--- src/shared/clock_stop_standby_map.svh ---
`ifndef CLOCK_STOP_STANDBY_MAP_SVH
`define CLOCK_STOP_STANDBY_MAP_SVH

// clock rate
`define CLK_MHZ            10
`define CLK_KHZ            10000

// standby enable noise filter: time in ns and cycles (least time, rounded up)
`define DEB_TIME_NS        187500
`define DEB_CYC            ((`DEB_TIME_NS * `CLK_MHZ + 999) / 1000)

// timer carry periods and wake delay after a stop, in ms
`define TMR_FAST_MS        5
`define TMR_SLOW_MS        100
`define WAKE_DELAY_MS      50

// stop operand value that is accepted
`define STOP_OPERAND       4'h0

// register indices; byte address is four times the index
`define IDX_STATUS         8'h07
`define IDX_TIMER_FLAG     8'h17
`define IDX_CTRL           8'h20
`define IDX_ADC_SEL        8'h21
`define IDX_SER_DIR        8'h22
`define IDX_PORT_DIR       8'h23
`define IDX_OUT_PORT       8'h24
`define IDX_STATE          8'h30

// control register fields
`define CTRL_SERIAL        0
`define CTRL_DISPLAY       1
`define CTRL_ADC           2
`define CTRL_FAST          3

// reset and stop-init values
`define CTRL_INIT          4'h0
`define ADC_SEL_INIT       2'h0
`define SER_DIR_INIT       4'h0
`define PORT_DIR_RST       4'h0
`define OUT_PORT_RST       4'h0

`endif

--- src/shared/clock_stop_standby_pkg.sv ---
package clock_stop_standby_pkg;

    // run: executing; halt: pc frozen; stop: oscillator off;
    // wake: oscillator back, waiting for the timer carry to reset
    typedef enum logic [1:0] {
        ST_RUN,
        ST_HALT,
        ST_STOP,
        ST_WAKE
    } standby_state_t;

endpackage

--- src/design/standby_pin_filter.sv ---
`timescale 1ns/100ps
`include "clock_stop_standby_map.svh"

module standby_pin_filter (
    input  wire logic sys_clk,
    input  wire logic rstn,
    input  wire logic pin_in,
    output logic      level,
    output logic      rise
);

    localparam logic [11:0] DEB_LAST = 12'(`DEB_CYC - 1);

    logic        sync1_q;
    logic        sync2_q;
    logic        level_q;
    logic        level_d;
    logic        rise_q;
    logic        rise_d;
    logic [11:0] cnt_q;
    logic [11:0] cnt_d;

    // level changes only after the raw pin has differed for the whole filter time
    always_comb begin
        level_d = level_q;
        rise_d  = 1'b0;
        cnt_d   = 12'h000;
        if (sync2_q != level_q) begin
            if (cnt_q == DEB_LAST) begin
                level_d = sync2_q;
                rise_d  = sync2_q;
            end else begin
                cnt_d = cnt_q + 12'h001;
            end
        end
    end

    // two-stage synchroniser; first stage feeds only the second
    always_ff @(posedge sys_clk) begin
        if (!rstn) begin
            sync1_q <= 1'b0;
            sync2_q <= 1'b0;
            level_q <= 1'b0;
            rise_q  <= 1'b0;
            cnt_q   <= 12'h000;
        end else begin
            sync1_q <= pin_in;
            sync2_q <= sync1_q;
            level_q <= level_d;
            rise_q  <= rise_d;
            cnt_q   <= cnt_d;
        end
    end

    assign level = level_q;
    assign rise  = rise_q;

endmodule

--- src/design/clock_stop_standby_control.sv ---
// How it works
// - stop honoured only while standby pin low
// - stop halts oscillator, cpu and peripherals
// - power failure detector off during stop
// - exit stop by pin rise or power-on
// - power-on exit re-enables power failure detector
// - stop initialises control register, halt keeps
// - halt freezes program counter at halt
// - stop zeroes pc, inits system register
// - halt keeps peripherals running as programmed, except serial and display
// - stop aborts serial, serial pins input
// - stop forces bidirectional port pins input
// - stop keeps dedicated outputs driving held values
// - pull-down off on selected converter pin
// - display holds in halt-high, stops when low
// - stop disables display, pulls xin low, drives xout high
// - nop stop with pin high resets at carry
// - standby level readable at index 07h bit 0
// - standby pulses shorter than filter time ignored
// - timer carry set every 5 or 100 ms
// - after stop, reset lands 50 ms after rise
`timescale 1ns/100ps
`include "clock_stop_standby_map.svh"

module clock_stop_standby_control #(
    parameter int TMR_FAST_CYC = `TMR_FAST_MS * `CLK_KHZ,
    parameter int TMR_SLOW_CYC = `TMR_SLOW_MS * `CLK_KHZ,
    parameter int WAKE_CYC     = `WAKE_DELAY_MS * `CLK_KHZ
) (
    input  wire logic        sys_clk,
    input  wire logic        rstn,
    input  wire logic        standby_en_pin,
    input  wire logic        power_low_pin,
    input  wire logic        instr_valid,
    input  wire logic        instr_is_stop,
    input  wire logic        instr_is_halt,
    input  wire logic [3:0]  instr_operand,
    input  wire logic        halt_release,
    input  wire logic [9:0]  avs_address,
    input  wire logic        avs_read,
    input  wire logic        avs_write,
    input  wire logic [31:0] avs_writedata,
    output logic [31:0]      avs_readdata,
    output logic             avs_waitrequest,
    output logic             instr_done,
    output logic             instr_nop,
    output logic             osc_enable,
    output logic             cpu_run,
    output logic             pc_hold,
    output logic             pc_load_zero,
    output logic             sysreg_init,
    output logic             standby_reset,
    output logic             pfd_enable,
    output logic             timer_carry,
    output logic             periph_run,
    output logic             serial_enable,
    output logic             serial_abort,
    output logic [3:0]       serial_port_a_oe,
    output logic [3:0]       bidir_port_oe,
    output logic [3:0]       out_port_val,
    output logic [3:0]       key_input_port_pulldown,
    output logic             on_screen_display_controller_en,
    output logic             on_screen_display_controller_freeze,
    output logic             xin_pulldown,
    output logic             xout_drive_high
);

    localparam logic [19:0] FAST_LAST = 20'(TMR_FAST_CYC - 1);
    localparam logic [19:0] SLOW_LAST = 20'(TMR_SLOW_CYC - 1);
    localparam logic [19:0] WAKE_LOAD = 20'(TMR_SLOW_CYC - WAKE_CYC);

    clock_stop_standby_pkg::standby_state_t state_q;
    clock_stop_standby_pkg::standby_state_t state_d;

    logic        stby_level;
    logic        stby_rise;
    logic        pwr_sync1_q;
    logic        pwr_low_q;
    logic        pwr_low_old_q;
    logic        pwr_fall;
    logic [19:0] tcount_q;
    logic [19:0] tcount_d;
    logic [19:0] tc_last;
    logic        carry;
    logic        armed_q;
    logic        armed_d;
    logic        pfd_q;
    logic        pfd_d;
    logic        stop_enter;
    logic        stop_nop;
    logic        halt_enter;
    logic        ce_fire;
    logic        ctrl_init;
    logic        done_q;
    logic        nop_q;
    logic        pcz_q;
    logic        pcz_d;
    logic        sri_q;
    logic        reset_q;
    logic        carry_q;
    logic [3:0]  ctrl_q;
    logic [3:0]  ctrl_d;
    logic [1:0]  adc_sel_q;
    logic [1:0]  adc_sel_d;
    logic [3:0]  ser_dir_q;
    logic [3:0]  ser_dir_d;
    logic [3:0]  port_dir_q;
    logic [3:0]  port_dir_d;
    logic [3:0]  out_port_q;
    logic [3:0]  out_port_d;
    logic        tflag_q;
    logic        tflag_d;
    logic        abort_q;
    logic        wait_q;
    logic        wait_d;
    logic [31:0] rdata_q;
    logic [31:0] rdata_d;
    logic [7:0]  idx;
    logic        wr_take;
    logic [3:0]  pull_q;
    logic [3:0]  pull_d;

    // standby enable pin: synchronised and noise filtered
    standby_pin_filter u_filter (
        .sys_clk (sys_clk),
        .rstn    (rstn),
        .pin_in  (standby_en_pin),
        .level   (stby_level),
        .rise    (stby_rise)
    );

    // power-low detector level crosses in through two flops
    always_ff @(posedge sys_clk) begin
        if (!rstn) begin
            pwr_sync1_q   <= 1'b0;
            pwr_low_q     <= 1'b0;
            pwr_low_old_q <= 1'b0;
        end else begin
            pwr_sync1_q   <= power_low_pin;
            pwr_low_q     <= pwr_sync1_q;
            pwr_low_old_q <= pwr_low_q;
        end
    end

    assign pwr_fall = pwr_low_old_q & ~pwr_low_q;

    // instruction decode; level taken in the instruction's own cycle
    assign stop_enter = instr_valid & (state_q == clock_stop_standby_pkg::ST_RUN)
                      & instr_is_stop & (instr_operand == `STOP_OPERAND)
                      & ~stby_level & ~pwr_low_q;
    assign stop_nop   = instr_valid & (state_q == clock_stop_standby_pkg::ST_RUN)
                      & instr_is_stop & ~stop_enter;
    assign halt_enter = instr_valid & (state_q == clock_stop_standby_pkg::ST_RUN)
                      & instr_is_halt & ~instr_is_stop;

    // timer carry: runs in every state but stop; period from the fast bit
    assign tc_last = ctrl_q[`CTRL_FAST] ? FAST_LAST : SLOW_LAST;
    assign carry   = (state_q != clock_stop_standby_pkg::ST_STOP) & ~pwr_low_q
                   & (tcount_q == tc_last);
    assign ce_fire = carry & armed_q & stby_level;
    assign ctrl_init = stop_enter | pwr_low_q;

    // sequencer next state, timer and pulses
    always_comb begin
        state_d  = state_q;
        tcount_d = tcount_q;
        armed_d  = armed_q;
        pfd_d    = pfd_q;
        pcz_d    = 1'b0;
        if ((state_q != clock_stop_standby_pkg::ST_STOP) && !pwr_low_q) begin
            tcount_d = carry ? 20'h00000 : tcount_q + 20'h00001;
        end
        // a rise of the pin, or a nop stop with the pin high, arms the reset
        if (stby_rise || (stop_nop && stby_level)) begin
            armed_d = 1'b1;
        end else if (!stby_level) begin
            armed_d = 1'b0;
        end
        case (state_q)
            clock_stop_standby_pkg::ST_RUN: begin
                if (stop_enter) begin
                    state_d = clock_stop_standby_pkg::ST_STOP;
                    pfd_d   = 1'b0;
                    pcz_d   = 1'b1;
                end else if (halt_enter) begin
                    state_d = clock_stop_standby_pkg::ST_HALT;
                end
            end
            clock_stop_standby_pkg::ST_HALT: begin
                if (halt_release) begin
                    state_d = clock_stop_standby_pkg::ST_RUN;
                end
            end
            clock_stop_standby_pkg::ST_STOP: begin
                if (stby_rise && !pwr_low_q) begin
                    // restart so the 100 ms carry lands half a period later
                    state_d  = clock_stop_standby_pkg::ST_WAKE;
                    tcount_d = WAKE_LOAD;
                end
            end
            clock_stop_standby_pkg::ST_WAKE: begin
                state_d = clock_stop_standby_pkg::ST_WAKE;
            end
            default: begin
                state_d = clock_stop_standby_pkg::ST_RUN;
            end
        endcase
        if (ce_fire) begin
            state_d = clock_stop_standby_pkg::ST_RUN;
            armed_d = 1'b0;
            pcz_d   = 1'b1;
        end
        // supply below the clear level stops the clock like a stop does
        if (pwr_low_q) begin
            state_d  = clock_stop_standby_pkg::ST_STOP;
            tcount_d = 20'h00000;
            armed_d  = 1'b0;
        end else if (pwr_fall) begin
            state_d = clock_stop_standby_pkg::ST_RUN;
            pfd_d   = 1'b1;
            pcz_d   = 1'b1;
        end
    end

    // sequencer registers and the outputs derived from the next state
    always_ff @(posedge sys_clk) begin
        if (!rstn) begin
            state_q   <= clock_stop_standby_pkg::ST_RUN;
            tcount_q  <= 20'h00000;
            armed_q   <= 1'b0;
            pfd_q     <= 1'b1;
            pcz_q     <= 1'b0;
            sri_q     <= 1'b0;
            reset_q   <= 1'b0;
            carry_q   <= 1'b0;
            done_q    <= 1'b0;
            nop_q     <= 1'b0;
        end else begin
            state_q   <= state_d;
            tcount_q  <= tcount_d;
            armed_q   <= armed_d;
            pfd_q     <= pfd_d;
            pcz_q     <= pcz_d;
            sri_q     <= pcz_d;
            reset_q   <= ce_fire;
            carry_q   <= carry;
            done_q    <= stop_nop | stop_enter | halt_enter;
            nop_q     <= stop_nop;
        end
    end

    // register bus: one wait cycle, then a single-cycle answer
    assign idx     = avs_address[9:2];
    assign wr_take = avs_write & ~wait_q;

    always_comb begin
        wait_d     = ~((avs_read | avs_write) & wait_q);
        rdata_d    = rdata_q;
        ctrl_d     = ctrl_q;
        adc_sel_d  = adc_sel_q;
        ser_dir_d  = ser_dir_q;
        port_dir_d = port_dir_q;
        out_port_d = out_port_q;
        tflag_d    = tflag_q;
        if (avs_read && wait_q) begin
            rdata_d = 32'h00000000;
            if (idx == `IDX_STATUS) begin
                rdata_d[0] = stby_level;
            end else if (idx == `IDX_TIMER_FLAG) begin
                rdata_d[0] = tflag_q;
            end else if (idx == `IDX_CTRL) begin
                rdata_d[3:0] = ctrl_q;
            end else if (idx == `IDX_ADC_SEL) begin
                rdata_d[1:0] = adc_sel_q;
            end else if (idx == `IDX_SER_DIR) begin
                rdata_d[3:0] = ser_dir_q;
            end else if (idx == `IDX_PORT_DIR) begin
                rdata_d[3:0] = port_dir_q;
            end else if (idx == `IDX_OUT_PORT) begin
                rdata_d[3:0] = out_port_q;
            end else if (idx == `IDX_STATE) begin
                rdata_d[1:0] = state_q;
                rdata_d[2]   = pfd_q;
                rdata_d[3]   = armed_q;
            end
        end
        if (wr_take) begin
            if (idx == `IDX_TIMER_FLAG) begin
                tflag_d = tflag_q & ~avs_writedata[0];
            end else if (idx == `IDX_CTRL) begin
                ctrl_d = avs_writedata[3:0];
            end else if (idx == `IDX_ADC_SEL) begin
                adc_sel_d = avs_writedata[1:0];
            end else if (idx == `IDX_SER_DIR) begin
                ser_dir_d = avs_writedata[3:0];
            end else if (idx == `IDX_PORT_DIR) begin
                port_dir_d = avs_writedata[3:0];
            end else if (idx == `IDX_OUT_PORT
                         && state_q != clock_stop_standby_pkg::ST_STOP) begin
                out_port_d = avs_writedata[3:0];
            end
        end
        // carry set wins over a clear in the same cycle
        if (carry) begin
            tflag_d = 1'b1;
        end
        // stop re-initialises control state; port and output data are kept
        if (ctrl_init) begin
            ctrl_d    = `CTRL_INIT;
            adc_sel_d = `ADC_SEL_INIT;
            ser_dir_d = `SER_DIR_INIT;
        end
    end

    // pull-down stays on except on the pin routed to the converter
    for (genvar i = 0; i < 4; i++) begin : g_pull
        assign pull_d[i] = ~(ctrl_d[`CTRL_ADC] & (adc_sel_d == 2'(i)));
    end

    always_ff @(posedge sys_clk) begin
        if (!rstn) begin
            wait_q     <= 1'b1;
            rdata_q    <= 32'h00000000;
            ctrl_q     <= `CTRL_INIT;
            adc_sel_q  <= `ADC_SEL_INIT;
            ser_dir_q  <= `SER_DIR_INIT;
            port_dir_q <= `PORT_DIR_RST;
            out_port_q <= `OUT_PORT_RST;
            tflag_q    <= 1'b0;
            abort_q    <= 1'b0;
            pull_q     <= 4'hf;
        end else begin
            wait_q     <= wait_d;
            rdata_q    <= rdata_d;
            ctrl_q     <= ctrl_d;
            adc_sel_q  <= adc_sel_d;
            ser_dir_q  <= ser_dir_d;
            port_dir_q <= port_dir_d;
            out_port_q <= out_port_d;
            tflag_q    <= tflag_d;
            abort_q    <= ctrl_init & ctrl_q[`CTRL_SERIAL];
            pull_q     <= pull_d;
        end
    end

    // pin and block controls are registered from the next state and change on the same edge as the state
    logic       osc_q;
    logic       run_q;
    logic       periph_q;
    logic       ser_en_q;
    logic [3:0] ser_oe_q;
    logic [3:0] bidir_q;
    logic       disp_en_q;
    logic       disp_frz_q;
    logic       stopped_q;
    logic       in_stop_d;
    logic       in_halt_d;

    assign in_stop_d = (state_d == clock_stop_standby_pkg::ST_STOP);
    assign in_halt_d = (state_d == clock_stop_standby_pkg::ST_HALT);

    always_ff @(posedge sys_clk) begin
        if (!rstn) begin
            osc_q      <= 1'b1;
            run_q      <= 1'b1;
            periph_q   <= 1'b1;
            ser_en_q   <= 1'b0;
            ser_oe_q   <= 4'h0;
            bidir_q    <= 4'h0;
            disp_en_q  <= 1'b0;
            disp_frz_q <= 1'b0;
            stopped_q  <= 1'b0;
        end else begin
            osc_q      <= ~in_stop_d;
            run_q      <= (state_d == clock_stop_standby_pkg::ST_RUN);
            periph_q   <= ~in_stop_d;
            ser_en_q   <= ctrl_d[`CTRL_SERIAL] & ~in_stop_d & ~in_halt_d;
            ser_oe_q   <= in_stop_d ? 4'h0 : ser_dir_d;
            bidir_q    <= in_stop_d ? 4'h0 : port_dir_d;
            // display: frozen in halt with pin high, off with pin low
            disp_en_q  <= ctrl_d[`CTRL_DISPLAY] & ~in_stop_d
                        & ~(in_halt_d & ~stby_level);
            disp_frz_q <= in_halt_d & stby_level;
            stopped_q  <= in_stop_d;
        end
    end

    assign avs_readdata                        = rdata_q;
    assign avs_waitrequest                     = wait_q;
    assign instr_done                          = done_q;
    assign instr_nop                           = nop_q;
    assign osc_enable                          = osc_q;
    assign cpu_run                             = run_q;
    assign pc_hold                             = ~run_q;
    assign pc_load_zero                        = pcz_q;
    assign sysreg_init                         = sri_q;
    assign standby_reset                       = reset_q;
    assign pfd_enable                          = pfd_q;
    assign timer_carry                         = carry_q;
    assign periph_run                          = periph_q;
    assign serial_enable                       = ser_en_q;
    assign serial_abort                        = abort_q;
    assign serial_port_a_oe                    = ser_oe_q;
    assign bidir_port_oe                       = bidir_q;
    assign out_port_val                        = out_port_q;
    assign key_input_port_pulldown             = pull_q;
    assign on_screen_display_controller_en     = disp_en_q;
    assign on_screen_display_controller_freeze = disp_frz_q;
    assign xin_pulldown                        = stopped_q;
    assign xout_drive_high                     = stopped_q;

endmodule

--- config.mk ---
export PLATFORM = sky130hd
export DESIGN_NAME = clock_stop_standby_control
export DESIGN_NICKNAME = d
export VERILOG_FILES = /design/src/shared/clock_stop_standby_pkg.sv /design/src/design/standby_pin_filter.sv /design/src/design/clock_stop_standby_control.sv
export VERILOG_INCLUDE_DIRS = /design/src /design/src/shared
export SDC_FILE = /design/constraint.sdc
export NUM_CORES = 1
export LEC_CHECK = 0
export BUFFER_PORTS_ARGS = -buffer_cell sky130_fd_sc_hd__buf_2
export CAP_MARGIN = 20
export CORE_UTILIZATION = 55
export CTS_CLUSTER_SIZE = 8
export DETAILED_ROUTE_END_ITERATION = 8
export PLACE_DENSITY = 0.84
export SLEW_MARGIN = 20
export SYNTH_ARGS = -nofsm -noshare
export SYNTH_HDL_FRONTEND = slang
export SYNTH_HIERARCHICAL = 1
export SYNTH_SLANG_ARGS = --single-unit
--- constraint.sdc ---
create_clock -name sys_clk -period 3 [get_ports sys_clk]
set_clock_uncertainty 0.2 [all_clocks]
set_input_delay 0.15 -clock sys_clk [delete_from_list [all_inputs] [get_ports sys_clk]]
set_output_delay 0.15 -clock sys_clk [all_outputs]
set_load 0.01 [all_outputs]
==> impl_metrics.toml <==
[global_route]
grt_pass1_vias = 3191
gr-total-overflow = 0
grt_first_pass_wirelength_mm = 14.9
grt_max_degree = 23
antenna_found_initial = 0
track_usage_pct = 25.0

[clock_tree]
cts_root_buf = "clkbuf_8"
numCtsBuffers = 9
clock_latency_ps = 370
clock_path_buffers = 2
cts_htree_levels = 3
clock-sinks = 91
postCtsSetupRepairBufs = 0
cts_tree = "yes"
clk_pin_slew_ps = 100

[pwr]
ir_worst_vdd_v = 0.000341
power_leakage_nw = 1.95
powerDensity_nw_per_um2 = 477

[die]
core_area_sq_um = 7250
die_h_microns = 88.4
die_x_microns = 88.4
io_pins = 122
initial_utilization_pct = 56.6
die_area_sq_um = 7820
placement_rows = 31

[yosys]
synthesis.area_sq_um = 4110
avgSynthCellArea_sq_um = 9.09
synth_top_area_share_pct = 44.3
ys.flop_type = "dfxtp_1"
async_flop_share_pct = 0
ys_top_cells_by_area = "dfxtp_1, buf_4, nor2_1, mux2i_1, xor2_1"
syn_inst = 452
yosysWarningCount = 6
yosysTopAreaCell = "dfxtp_1"
synth_edf_count = 0
ys_types = 60
seq_area_frac_synth_pct = 44.3
ys_ff_latch = 91

[drt]
drcViolationCount = 0
avgRoutedWirePerCell_microns = 15.0
dr.pass1.iters = 7
ant_nets = 0
drt-met1-wl_mm = 4.02
drt_iter0_drc = 367
num_vias = 3541
drt-total-wl_mm = 9.42
via_per_inst = 5.66
wl_met2_mm = 4.61
dr_wl_met3_microns = 528
highest_layer = "met4"

[layout]
fin_util_pct = 64.6
largest_register_ffs = 20
final_cell_area_sq_um = 4690
layout_commonest_cell = "dfxtp_1"
fin_nets = 581
top_regs = "tcount_q x20, u_filter/cnt_q x12"
final_cell_mix = "dfxtp_1, buf_2, nor2_1, nand2_1, conb_1"
diodes = 0
drive_gt1_share_pct = 18.8
syn_to_final_growth_pct = 14.1
regMostFlops = "tcount_q"

[worst_setup_path]
cp.required_ps = 3030
cp_max_fo = 13
end_kind = "flop"
crit_type = "flop to flop"
critPathArrivalTime_ps = 2550
cp-start-kind = "flop"

[timing]
finalHoldViolations = 0
finalCritPeriodShare_pct = 84.2
fin_crit_ps = 2530
holdWs_ps = 29.1
relSlewSlack_pct = 42.1
slew_violations = 0
setup_viol = 0
fin_tns_setup_ps = 0
rsz0062_at_grt = "no"
fmax_mhz = 396
worst_pin_slew_ps = 857

[min_path]
hold_class = "input port to flop"

[placed_design]
placed_area_sq_um = 4390
io_buffer_count = 63
gp_congestion = 0.913
hpwl_mm = 6.74

[job]
max_cap_violations = 0

[outcome]
status = "finished clean"
-- cells by family after synthesis --
group,share of synthesized area (%)
and+or+nand+nor,25.3
DFF,44.3
AOI/OAI and AO/OA,10.6
buffers and inverters,8.44
muxes,6.27
xor gates and xnor gates,4.05
adders and majority gates,0.914
other,0.0913
-- final cells by class --
| type | instances | area [sq um] |
|---|---|---|
| Fill cell | 602 | 2560 |
| Multi-Input combinational cell | 329 | 2040 |
| Sequential cell | 91 | 1820 |
| Timing Repair Buffer | 78 | 453 |
| Clock buffer | 9 | 124 |
| Tap cell | 99 | 124 |
| Clock inverter | 7 | 76.3 |
| Inverter | 13 | 48.8 |
-- cells in the mapped netlist (all sizes together) (3+ instances only) --
cell type / count
dfxtp: 91
nor2: 53
buf: 36
nand2: 30
nand3: 21
mux2i: 19
nor3: 19
a21oi: 18
inv: 13
o21ai: 13
xor2: 13
nand4: 11
clkbuf: 10
and3: 9
and2: 7
nor4: 6
nor4b: 6
o31ai: 6
or3: 6
or4: 6
xnor2: 6
a31oi: 4
o211ai: 4
and4: 3
ha: 3
nand3b: 3
nor2b: 3
-- worst paths after layout --
kind                                     to  slack, ps  cells past startpoint        start
worst max register to register  tcount_q[0]        470                      6  tcount_q[0]
worst max-delay path            tcount_q[0]        470                      6  tcount_q[0]
worst min-delay path             pfd_enable         30                      3         rstn
worst min register to register    pwr_low_q        240                      1  pwr_sync1_q
-- report_power, final --
part | switching [mW] | internal (mW) | leakage, nW | total, mW
Sequential | 0.0148 | 1.22 | 0.736 | 1.24
Clock | 0.497 | 0.333 | 0.103 | 0.830
Combinational | 0.107 | 0.0602 | 1.11 | 0.167
Total | 0.619 | 1.62 | 1.95 | 2.23
-- routing by layer --
metal  global-route usage (%)  vias to the layer above
met5                        0                        -
met4                     10.7                        0
met3                     5.88                       31
met2                     40.7                      139
met1                     31.7                     1669
li1                         -                     1702
-- per-stage QoR --
| stage | setup slack, ps | instances | power (mW) |
|---|---|---|---|
| final | 474 | 626 | 2.23 |
| after global routing | 289 | 626 | 2.33 |
| after CTS | 462 | 626 | 2.25 |
| after detailed placement | 475 | 600 | 1.42 |
| after global placement | 610 | 600 | 1.41 |
| after floorplan | 994 | 479 | 1.39 |
-- worst max-delay path, stage by stage (launching register included) --
cell and delay (ps):
dfxtp_1 410, ha_1 220, nand3_1 120, nor3_2 410, o2111ai_2 380, nand3_1 540
nor2_1 120
-- timing repair --
item	CTS	global route
gates resized for setup	0	0
hold buffers	10	0
hold endpoints to repair	23	0
Note: power is estimated with default switching activity, not from simulation.
